===== config.mk =====
export PLATFORM = sky130hd
export DESIGN_NAME = mm_master_port
export DESIGN_NICKNAME = d
export VERILOG_FILES = /design/src/verilog/mm_master_pkg.sv /design/src/verilog/lane_if.sv /design/src/verilog/lane_encoder.sv /design/src/verilog/mm_master_port.sv
export SDC_FILE = /design/constraint.sdc
export NUM_CORES = 1
export LEC_CHECK = 0
export BUFFER_PORTS_ARGS = -buffer_cell sky130_fd_sc_hd__clkbuf_2
export CAP_MARGIN = 20
export CORE_UTILIZATION = 25
export CTS_CLUSTER_SIZE = 20
export DETAILED_ROUTE_END_ITERATION = 8
export PLACE_DENSITY = 0.55
export REMOVE_ABC_BUFFERS = 1
export SLEW_MARGIN = 20
export SYNTH_ARGS = -nofsm -noshare
export SYNTH_HDL_FRONTEND = slang
export SYNTH_SLANG_ARGS = --single-unit

===== constraint.sdc =====
create_clock -name i_clk -period 1.85 [get_ports i_clk]
set_input_delay 0.0925 -clock i_clk [delete_from_list [all_inputs] [get_ports i_clk]]
set_output_delay 0.0925 -clock i_clk [all_outputs]
set_load 0.03 [all_outputs]

===== src/verilog/mm_master_pkg.sv =====
// constants and types shared by the memory-mapped master port
package mm_master_pkg;
  // ****************************************
  // port geometry limits
  // ****************************************
  localparam int ADDR_W_DEF = 32;
  localparam int ADDR_W_MIN = 1;
  localparam int ADDR_W_MAX = 32;
  localparam int DATA_W_DEF = 32;
  localparam int DATA_W_MIN = 8;
  localparam int DATA_W_MAX = 1024;
  localparam int BE_W_MAX   = 128;
  // ****************************************
  // field widths
  // ****************************************
  // log2 of access size in bytes, 0..7
  localparam int SIZE_W = 3;
  // byte offset / byte count width, holds up to 511
  localparam int CNT_W  = 9;
  // ****************************************
  // reset values
  // ****************************************
  localparam logic RST_REQ   = 1'b0;
  localparam logic RST_READY = 1'b1;
  // ****************************************
  // sequencer states
  // ****************************************
  typedef enum logic [1:0] {
    ST_IDLE   = 2'b01,
    ST_ACCESS = 2'b10
  } state_t;
endpackage : mm_master_pkg


===== src/verilog/lane_if.sv =====
// carrier between the sequencer and the byte-lane encoder
`timescale 1ns/10ps
interface lane_if #(
  parameter int ADDR_W = mm_master_pkg::ADDR_W_DEF,
  parameter int DATA_W = mm_master_pkg::DATA_W_DEF
);
  localparam int BE_W = DATA_W / 8;
  logic [ADDR_W-1:0]                      addr;
  logic [mm_master_pkg::SIZE_W-1:0]       size;
  logic [DATA_W-1:0]                      wdata;
  logic [ADDR_W-1:0]                      word_addr;
  logic [BE_W-1:0]                        be;
  logic [DATA_W-1:0]                      lane_wdata;
  logic [mm_master_pkg::CNT_W-1:0]        off;
  logic                                   legal;
  modport enc  (input addr, size, wdata, output word_addr, be, lane_wdata, off, legal);
  modport user (output addr, size, wdata, input word_addr, be, lane_wdata, off, legal);
endinterface : lane_if


===== src/verilog/lane_encoder.sv =====
// maps a byte request onto an aligned word address and byte-lane selects
`timescale 1ns/10ps
module lane_encoder #(
  parameter int ADDR_W = mm_master_pkg::ADDR_W_DEF,
  parameter int DATA_W = mm_master_pkg::DATA_W_DEF
) (
  // request and encoded result
  lane_if.enc lanes
);
  localparam int BE_W = DATA_W / 8;
  localparam int LSB  = $clog2(BE_W);
  localparam int CW   = mm_master_pkg::CNT_W;

  // ****************************************
  // offset, byte count, legality
  // ****************************************
  wire [31:0]   addr_ext = 32'(lanes.addr);
  wire [31:0]   lane_msk = 32'(BE_W - 1);
  wire [CW-1:0] off      = CW'(addr_ext & lane_msk);
  wire [CW-1:0] nbytes   = CW'(1) << lanes.size;
  wire [CW-1:0] lim      = CW'(off + nbytes);
  // RQ10 power-of-two group, size-aligned
  wire          fits     = (32'(lanes.size) <= 32'(LSB));
  wire          aligned  = ((off & CW'(nbytes - CW'(1))) == '0);

  assign lanes.off   = off;
  assign lanes.legal = fits && aligned;
  // RQ2 word address aligned to port width
  assign lanes.word_addr = ADDR_W'(addr_ext & ~lane_msk);
  // RQ9 data moved onto its selected lanes
  assign lanes.lane_wdata = DATA_W'(lanes.wdata << {off, 3'b000});

  // ****************************************
  // per-lane select
  // ****************************************
  // RQ8 bit n selects byte lane n
  for (genvar i = 0; i < BE_W; i++) begin : g_lane
    // RQ11 adjacent lanes only, e.g. 0011 or 1100
    assign lanes.be[i] = lanes.legal && (CW'(i) >= off) && (CW'(i) < lim);
  end
endmodule : lane_encoder


===== src/verilog/mm_master_port.sv =====
// memory-mapped bus master port: fundamental address, request, data, lane signals
// Behaviour
// RQ1 - byte address output, 1 to 32 bits
// RQ2 - addresses aligned to own data width
// RQ3 - fabric turns byte address into word
// RQ4 - read request output with read data input
// RQ5 - write request output with write data
// RQ6 - data width 8 to 1024, power of two
// RQ7 - read and write data same width
// RQ8 - lane select bit n for byte n
// RQ9 - lane selects mark bytes written or read
// RQ10 - selected lanes adjacent, power-of-two, aligned
// RQ11 - 32-bit legal patterns: full, halves, bytes
// RQ12 - hold control outputs while stalled
// RQ13 - 32-bit master uses 4-byte boundaries
// RQ14 - never read and write together
`timescale 1ns/10ps
module mm_master_port #(
  parameter int ADDR_W = mm_master_pkg::ADDR_W_DEF,
  parameter int DATA_W = mm_master_pkg::DATA_W_DEF
) (
  // clock and reset
  input  wire logic                              i_clk,
  input  wire logic                              i_rst_n,
  // user command
  input  wire logic                              i_cmd_valid,
  input  wire logic                              i_cmd_write,
  input  wire logic [ADDR_W-1:0]                 i_cmd_addr,
  input  wire logic [mm_master_pkg::SIZE_W-1:0]  i_cmd_size,
  input  wire logic [DATA_W-1:0]                 i_cmd_wdata,
  output logic                                   o_cmd_ready,
  // user response
  output logic                                   o_rsp_valid,
  output logic                                   o_rsp_err,
  output logic [DATA_W-1:0]                      o_rsp_rdata,
  // bus side
  output logic [ADDR_W-1:0]                      o_address,
  output logic                                   o_read,
  output logic                                   o_write,
  output logic [DATA_W-1:0]                      o_writedata,
  output logic [DATA_W/8-1:0]                    o_byteenable,
  input  wire logic [DATA_W-1:0]                 i_readdata,
  input  wire logic                              i_waitrequest
);
  localparam int BE_W = DATA_W / 8;
  localparam int CW   = mm_master_pkg::CNT_W;
  localparam int RD_W = DATA_W;
  localparam int WR_W = DATA_W;

  // ****************************************
  // elaboration checks
  // ****************************************
  // RQ1 address width range
  if (ADDR_W < mm_master_pkg::ADDR_W_MIN || ADDR_W > mm_master_pkg::ADDR_W_MAX) begin : g_bad_addr
    $error("address width out of range");
  end
  // RQ6 data width 8 to 1024
  if (DATA_W < mm_master_pkg::DATA_W_MIN || DATA_W > mm_master_pkg::DATA_W_MAX ||
      (DATA_W & (DATA_W - 1)) != 0) begin : g_bad_data
    $error("data width must be a power of two from 8 to 1024");
  end
  // RQ7 read and write widths equal
  if (RD_W != WR_W) begin : g_bad_pair
    $error("read and write data widths differ");
  end
  if (BE_W > mm_master_pkg::BE_W_MAX || $clog2(BE_W) > (1 << mm_master_pkg::SIZE_W) - 1) begin : g_bad_be
    $error("lane select width unsupported");
  end
  if (ADDR_W < $clog2(BE_W)) begin : g_bad_span
    $error("address too narrow for data width");
  end

  // ****************************************
  // lane encoder
  // ****************************************
  lane_if #(.ADDR_W(ADDR_W), .DATA_W(DATA_W)) lanes ();

  assign lanes.addr  = i_cmd_addr;
  assign lanes.size  = i_cmd_size;
  assign lanes.wdata = i_cmd_wdata;

  lane_encoder #(
    .ADDR_W (ADDR_W),
    .DATA_W (DATA_W)
  ) u_enc (
    .lanes (lanes.enc)
  );

  // ****************************************
  // state and registers
  // ****************************************
  mm_master_pkg::state_t state_q;
  mm_master_pkg::state_t state_d;
  logic [ADDR_W-1:0]     addr_q;
  logic                  read_q;
  logic                  read_d;
  logic                  write_q;
  logic                  write_d;
  logic [WR_W-1:0]       wdata_q;
  logic [BE_W-1:0]       be_q;
  logic [CW-1:0]         off_q;
  logic                  ready_q;
  logic                  ready_d;
  logic                  rsp_valid_q;
  logic                  rsp_err_q;
  logic [RD_W-1:0]       rdata_q;

  // ****************************************
  // decode
  // ****************************************
  wire take      = i_cmd_valid && ready_q;
  wire launch    = take && lanes.legal;
  wire refuse    = take && !lanes.legal;
  wire in_access = (state_q == mm_master_pkg::ST_ACCESS);
  // RQ12 access ends only when stall is low
  wire done      = in_access && !i_waitrequest;
  wire got_read  = done && read_q;
  // RQ4 read data lanes moved back to bit 0
  wire [DATA_W-1:0] rd_shift = DATA_W'(i_readdata >> {off_q, 3'b000});

  always_comb begin
    state_d = state_q;
    unique case (state_q)
      mm_master_pkg::ST_IDLE: begin
        if (launch) begin
          state_d = mm_master_pkg::ST_ACCESS;
        end
      end
      mm_master_pkg::ST_ACCESS: begin
        if (done) begin
          state_d = mm_master_pkg::ST_IDLE;
        end
      end
      default: begin
        state_d = mm_master_pkg::ST_IDLE;
      end
    endcase
  end

  // RQ14 one command gives read or write, never both
  assign read_d  = launch ? !i_cmd_write : (done ? 1'b0 : read_q);
  assign write_d = launch ? i_cmd_write : (done ? 1'b0 : write_q);
  // ready returns the cycle after completion
  assign ready_d = (state_d == mm_master_pkg::ST_IDLE);

  // ****************************************
  // sequencer
  // ****************************************
  always_ff @(posedge i_clk or negedge i_rst_n) begin
    if (!i_rst_n) begin
      state_q <= mm_master_pkg::ST_IDLE;
      read_q  <= mm_master_pkg::RST_REQ;
      write_q <= mm_master_pkg::RST_REQ;
      ready_q <= mm_master_pkg::RST_READY;
    end else begin
      state_q <= state_d;
      read_q  <= read_d;
      write_q <= write_d;
      ready_q <= ready_d;
    end
  end

  // ****************************************
  // bus-side address, data and lanes
  // ****************************************
  // RQ12 loaded only at launch, held while stalled
  always_ff @(posedge i_clk or negedge i_rst_n) begin
    if (!i_rst_n) begin
      addr_q  <= '0;
      wdata_q <= '0;
      be_q    <= '0;
      off_q   <= '0;
    end else if (launch) begin
      // RQ13 aligned word address from encoder
      addr_q  <= lanes.word_addr;
      wdata_q <= lanes.lane_wdata;
      // RQ9 selects mark bytes read or written
      be_q    <= lanes.be;
      off_q   <= lanes.off;
    end
  end

  // ****************************************
  // user response
  // ****************************************
  always_ff @(posedge i_clk or negedge i_rst_n) begin
    if (!i_rst_n) begin
      rsp_valid_q <= 1'b0;
      rsp_err_q   <= 1'b0;
    end else begin
      rsp_valid_q <= done || refuse;
      rsp_err_q   <= refuse;
    end
  end

  // ****************************************
  // read data capture
  // ****************************************
  // RQ4 held until the next read completes
  always_ff @(posedge i_clk or negedge i_rst_n) begin
    if (!i_rst_n) begin
      rdata_q <= '0;
    end else if (got_read) begin
      rdata_q <= rd_shift;
    end
  end

  // ****************************************
  // outputs
  // ****************************************
  // RQ1 byte address out
  assign o_address    = addr_q;
  // RQ4 read request
  assign o_read       = read_q;
  // RQ5 write request with data
  assign o_write      = write_q;
  assign o_writedata  = wdata_q;
  // RQ8 lane selects
  assign o_byteenable = be_q;
  assign o_cmd_ready  = ready_q;
  assign o_rsp_valid  = rsp_valid_q;
  assign o_rsp_err    = rsp_err_q;
  assign o_rsp_rdata  = rdata_q;
endmodule : mm_master_port


==> impl_results.md, run 1 <==
- Outcome: completed
- Floorplan die height: between 100 and 150 um
- Post-route insts no fill: roughly 980
- Tot Pwr: between 10 and 15 mW
- Fin. max-slew vios: 0
- Initial core utilization: 25.6%
- Avg Cell Area, Syn: roughly 11 um^2
- Minimum clock period: around 1.7 ns
- Largest net degree at the start of global routing: between 80 and 90
- Final net count: 816
- Pwr per Cell Area: 1480 mW/mm^2
- Cts bufs inserted: 9
- Highest net fanout along the worst path: 30
- Rows: 52
- Post-route clock skew: around 0.011 ns
- Final hold vios: 0
- Setup Crit Path Kind: flop to flop
- Placed Cells: around 900
- Drt first pass iters: 4
- Mapped Cells: approximately 470
- Hold Crit Class: input port to flop
- Post-route antenna net violation count: 0
- Post-detail-place hpwl: ~10000 um
- Die area: 0.0213 mm^2
- Area taken by multi-input logic gates: about 0.0023 mm^2
- # setup viols final: 0
- DRC: 0
- DIE WIDTH: about 150 um
- Via count: about 4300
- Clock latency on the worst-skew pair: between 0.3 and 0.4 ns
- Layout cells sized above 1: between 40% and 50%
- Max VDD drop: approximately 0.82 mV
- CTS H-tree depth: 3
- Antenna violations before repair: 0
- Area of the core: roughly 0.020 mm^2
- Port bufs: 206
- Clock Path Buffers: 2
- Most frequent cells in the layout: 205 x clkbuf_2, 105 x dfrtp_1, 71 x nand2_1
- Io pins: about 210
- Root buf cell: clkbuf_16
- Initial DRC count: between 80 and 90
- RSZ-0062 raised after global routing: no
- GRT Residual Overflow: 0
- Ant diodes: 0
- GR Util All Layers: a little over an eighth
- Total of max-cap violations: 0
- Highest Clock Rate: about 600 MHz
- Post-CTS Setup Inserts: 0
- Yosys Warn Count: 0
- WP data arrival: approximately 1.9 ns
- Worst setup SP type: flop
- CP Data Required Time: approximately 2.1 ns
- Vias per cell: between 4 and 5
- Post-synthesis register bit count: ~110
- Clock Pin Slew Worst Setup and Hold Paths: 0.08 ns
- Most common cell after layout, fill and taps aside: clkbuf_2
- First-pass GRT wire length: between 20000 and 25000 um
- Distinct cells, synth: 35
- Sequential fraction of the synthesis area: roughly 52%
- Number of global-route vias before repair: roughly 4300
- CTS tree: yes
- Endpoint class of the critical path: flop
- Clk sinks: around 110
- Final period utilization: 90.5%
- Routability cong.: 0.747
- Register area: ~0.0027 mm^2
- Leakage power figure: about 3.7 nW
- DR WL/cell: about 14 um
- Filler Cell Count: between 2000 and 2500
- Final WL: about 14000 um
- Area Growth Syn to Fin: 40.1%
- Netlist Area Pre-Place: approximately 0.0052 mm^2
layout make-up:
| type | count | area share, % |
|---|---|---|
| clock inverter | 6 | 1.24 |
| timing repair buffer | 264 | 22.8 |
| inverter | 4 | 0.206 |
| sequential | 107 | 36.9 |
| tap | 270 | 4.65 |
| clock buffer | 10 | 3.15 |
| multi-input combinational | 320 | 31.1 |
Yosys cell counts:
| library cell | instances | share of area [%] |
|---|---|---|
| dfrtp_1 | 105 | 51 |
| nand2_1 | 71 | 5.1 |
| a21oi_1 | 36 | 3.5 |
| mux2i_1 | 33 | 6.4 |
| o21ai_0 | 32 | 3.1 |
| mux2_4 | 29 | 8.4 |
| buf_2 | 19 | 1.8 |
| mux2_2 | 19 | 4.1 |
| nor2b_1 | 19 | 2.3 |
| a211oi_1 | 17 | 2.5 |
| o31ai_1 | 17 | 2.5 |
| nor2_1 | 16 | 1.2 |
| buf_6 | 8 | 1.7 |
| clkbuf_1 | 6 | 0.43 |
| ha_1 | 5 | 1.2 |
| inv_1 | 4 | 0.29 |
| buf_4 | 3 | 0.43 |
| nand3_1 | 3 | 0.29 |
| nor2_2 | 3 | 0.36 |
| nor3_1 | 3 | 0.29 |
| o21ai_1 | 3 | 0.29 |
| dfstp_2 | 2 | 1.0 |
| nand2b_1 | 2 | 0.24 |
| a21o_1 | 1 | 0.14 |
| a221oi_2 | 1 | 0.29 |
| a31o_2 | 1 | 0.17 |
| a31oi_1 | 1 | 0.12 |
| buf_1 | 1 | 0.072 |
| conb_1 | 1 | 0.072 |
| fa_1 | 1 | 0.39 |
| nand3b_1 | 1 | 0.14 |
| nand4_1 | 1 | 0.12 |
| nor3b_1 | 1 | 0.14 |
| nor4b_1 | 1 | 0.17 |
| o21ai_2 | 1 | 0.17 |
logic make-up after synthesis:
logic type	after synthesis	synth area share, %
AND/OR/NAND/NOR	121	10.3
adder cells (fa/ha/maj)	6	1.59
AO/OA/AOI/OAI	110	12.7
multiplexers	81	18.9
buffers and inverters	41	4.80
flip-flops	107	51.7
other	1	0.0723
per-stage QoR:
stage	hold slack [ns]	instance area, um^2	worst slack (ns)	setup TNS (ns)	util (%)
finish	0.0176	7270	0.176	0	35.8
global route	0.0217	7270	0.121	0	35.8
CTS	0.00194	7270	0.169	0	35.8
detailed placement	-0.0956	6550	0.0172	0	32.3
global placement	-0.0934	6550	0.0944	0	32.3
floorplan	-0.203	4960	-2.90	-212.67	-
where the power goes:
group	internal, mW	total, mW	switching, mW
Clock	1.19	2.10	0.907
Combinational	1.81	4.94	3.14
Sequential	3.21	3.70	0.490
Total	6.21	10.7	4.53
routing by layer:
layer  GRT usage, %  up-vias  part of all wire (%)
met5              0        -                     0
li1               -     2109                     -
met1           17.6     2038                    47
met3           3.84       10                   7.7
met4           4.06        0                   1.1
met2           20.8      153                    45
worst max-delay path: stages, from the launching register on:
cell and delay [ns]:
dfstp_2 0.55, inv_1 0.05, ha_1 0.24, nand3b_1 0.15
buf_12 0.20, mux2_2 0.35
final timing paths:
kind	cells past startpoint	start	end	slack, ns
worst max-delay path	5	state_q[0]$_DFF_PN1_	o_rsp_rdata[4]$_DFFE_PN0P_	0.18
worst min-delay path	3	i_readdata[30]	o_rsp_rdata[30]$_DFFE_PN0P_	0.02
worst max register to register	5	state_q[0]$_DFF_PN1_	o_rsp_rdata[4]$_DFFE_PN0P_	0.18
worst min register to register	2	o_writedata[7]$_DFFE_PN0P_	o_writedata[7]$_DFFE_PN0P_	0.48
max in group asynchronous	3	i_rst_n	o_cmd_ready$_DFF_PN1_	1.22
min in group asynchronous	2	i_rst_n	o_address[28]$_DFFE_PN0P_	0.09
registers in the layout, summed over array words and instances, names as in the netlist, 2 cells and up:
name and flops:
o_address 30, o_byteenable 4, o_rsp_rdata 32, o_writedata 32, off_q 2, state_q 2
timing repair:
item                      CTS  global route
hold endpoints to repair  145             0
hold buffers               40             0
resized for setup           0             0
(Power assumes the default switching activity.)
==> inputs of run 2 (changes only) <==
CTS_CLUSTER_DIAMETER = 200   (was default)
PLACE_DENSITY = 0.54   (was 0.55)
clock period = 1.7 ns   (was 1.85 ns; I/O delays follow)
==> run 2 against run 1 <==
Utilization grew 0.42 points. Final area increased by 1.2%. Largest cell class unchanged. Sequential cell count did not move. Register-to-register slack got worse by 0.06 ns. Global-route usage down 0.34 points. Critical path depth stayed put. Die area is the same.
==> impl_results.md, run 2 (synthesized netlist as in run 1, its figures left out) <==
- Initial core utilization: 25.6% (unchanged)
- Most common cell after layout, fill and taps aside: clkbuf_2
- DRC: 0 (unchanged)
- Post-detail-place hpwl: 9210 um (-6.1%)
- Fin. max-slew vios: 0 (unchanged)
- Via count: 4295 (-0.35%)
- Met1 Track Usage GR: 16.4% (-1.2 points)
- Slew at the pin closest to its max-slew limit: between 0.6 and 0.7 ns
- Post-route antenna net violation count: 0 (unchanged)
- Root buf cell: clkbuf_16
- R2r setup slk: 0.12 ns (-0.06 ns)
- Vias per cell: 4.33 (-1.5%)
- Hold Crit Class: input port to flop
- Max VDD drop: 0.901 mV (+10%)
- Io pins: 209 (unchanged)
- CP Data Required Time: 1.93 ns (-0.15 ns)
- DIE WIDTH: 146 um (unchanged)
- Largest net degree at the start of global routing: 108 (+26%)
- RSZ-0062 raised after global routing: no
- CTS H-tree depth: 3 (unchanged)
- # setup viols final: 0 (unchanged)
- Clock Path Buffers: 2 (unchanged)
- Post-route clock skew: 0.0108 ns (-0.0000809 ns)
- Worst reg-to-reg path cell count: 5 (unchanged)
- Highest Clock Rate: 632 MHz (+5.8%)
- CTS tree: yes
- Initial DRC count: 165 (+88%)
- Final period utilization: 93.0% (+2.5 points)
- Final WL: 13900 um (+0.51%)
- Layout cells sized above 1: 41.6% (+0.060 points)
- M2 GR Usage: 20.9% (+0.096 points)
- Area Growth Syn to Fin: 41.8%
- GR Util All Layers: 12.9% (-0.34 points)
- Pwr per Cell Area: 1570 mW/mm^2 (+6.1%)
- Total of max-cap violations: 0 (unchanged)
- M3 GR Usage: 4.25% (+0.41 points)
- WHS: 0.0188 ns (+0.00119 ns)
- Clock Pin Slew Worst Setup and Hold Paths: 0.07 ns (about the same)
- R2r endpoint: o_rsp_rdata[1]$_DFFE_PN0P_
- Worst setup SP type: flop
- Rows: 52 (unchanged)
- Antenna violations before repair: 0 (unchanged)
- Most frequent cells in the layout: 205 x clkbuf_2, 105 x dfrtp_1, 71 x nand2_1
- Highest net fanout along the worst path: 16 (-47%)
- Number of global-route vias before repair: 4129 (-3.8%)
- Routability cong.: 0.731 (-2.1%)
- First-pass GRT wire length: 21800 um (-3.6%)
- DR WL/cell: 14.0 um (-0.60%)
- Port bufs: 206 (unchanged)
- Final net count: 827 (+1.3%)
- Ant diodes: 0 (unchanged)
- Drt first pass iters: 4 (unchanged)
- Final hold vios: 0 (unchanged)
- Setup Crit Path Kind: flop to flop
- Critical R2R Launch: state_q[0]$_DFF_PN1_
- Minimum clock period: 1.58 ns (-0.0925 ns)
- Endpoint class of the critical path: flop
- Clk sinks: 107 (unchanged)
- Floorplan die height: 146 um (unchanged)
- Die area: 0.0213 mm^2 (unchanged)
- Leakage power figure: 3.74 nW (+1.5%)
- Hold EP: o_rsp_rdata[28]$_DFFE_PN0P_
- Post-CTS sizing: 0 (unchanged)
- GRT Residual Overflow: 0 (unchanged)
- Filler Cell Count: 2064 (-0.048%)
- Most used routing layer: met2
- Final core occ: 36.2% (+0.42 points)
- Setup TNS: 0 ns (unchanged)
- Cts bufs inserted: 9 (unchanged)
- Outcome: completed
- Clock latency on the worst-skew pair: 0.35 ns (about the same)
- WP data arrival: 1.81 ns (-0.09 ns)
- Slew HR: a little under three fifths
- Hold_sp: i_readdata[28]
- Hold Path Cell Cnt: 3 (unchanged)
- Area of the core: 0.0203 mm^2 (unchanged)
[run 2: worst max-delay path, stage by stage, from the launching register on]
cell	delay (ns)
dfstp_2	0.54
inv_1	0.05
ha_1	0.20
nand3b_1	0.15
buf_12	0.17
mux2_2	0.34
[run 2: layout make-up]
class	count	area, um^2	area share [%]
clock inverters	4	32.5	0.442
inverters	4	15.0	0.204
clock buffers	12	267	3.62
flip-flops and latches	107	2680	36.4
multi-input cells	320	2260	30.8
well taps	270	338	4.59
repair buffers	275	1760	23.9
[run 2: timing repair]
item | 4_1_cts | 5_1_grt
buffers inserted | 0 | 1
endpoints found under the hold margin | 152 | 0
endpoints found under the setup margin | 0 | 3
hold buffers | 47 | 0
[run 2: layer usage]
| layer | share of wire (%) | wire length, um |
|---|---|---|
| met5 | 0 | 0 |
| met3 | 7.1 | 985 |
| met1 | 45 | 6300 |
| met4 | 1.2 | 163 |
| met2 | 46 | 6410 |
[run 2: how the worst max path moves through the flow]
stage          slack [ns]                    endpoint            startpoint  cells past startpoint
5_1_grt              0.02  o_rsp_rdata[1]$_DFFE_PN0P_  state_q[0]$_DFF_PN1_                      5
6_report             0.12  o_rsp_rdata[1]$_DFFE_PN0P_  state_q[0]$_DFF_PN1_                      5
4_1_cts              0.08  o_rsp_rdata[1]$_DFFE_PN0P_  state_q[0]$_DFF_PN1_                      5
3_5_place_dp        -0.11   o_address[17]$_DFFE_PN0P_         i_cmd_size[0]                      8
2_1_floorplan       -3.04    o_address[2]$_DFFE_PN0P_         i_cmd_size[0]                      6
3_3_place_gp        -0.11        off_q[0]$_DFFE_PN0P_         i_cmd_size[0]                      8
[run 2: per-stage QoR]
stage / worst slack (ns) / cells / area (um^2) / total power, mW
floorplan: -3.04 / 431 / 4960 / 7.64
global placement: -0.106 / 927 / 6560 / 9.39
detailed placement: -0.113 / 927 / 6560 / 9.42
CTS: 0.0845 / 990 / 7320 / 11.7
global route: 0.0226 / 992 / 7360 / 12.2
finish: 0.119 / 992 / 7360 / 11.5
[run 2: power by group]
| part | switching (mW) | total [mW] | internal [mW] |
|---|---|---|---|
| Sequential | 0.543 | 4.04 | 3.50 |
| Clock | 0.992 | 2.12 | 1.12 |
| Combinational | 3.39 | 5.37 | 1.99 |
| Total | 4.92 | 11.5 | 6.61 |
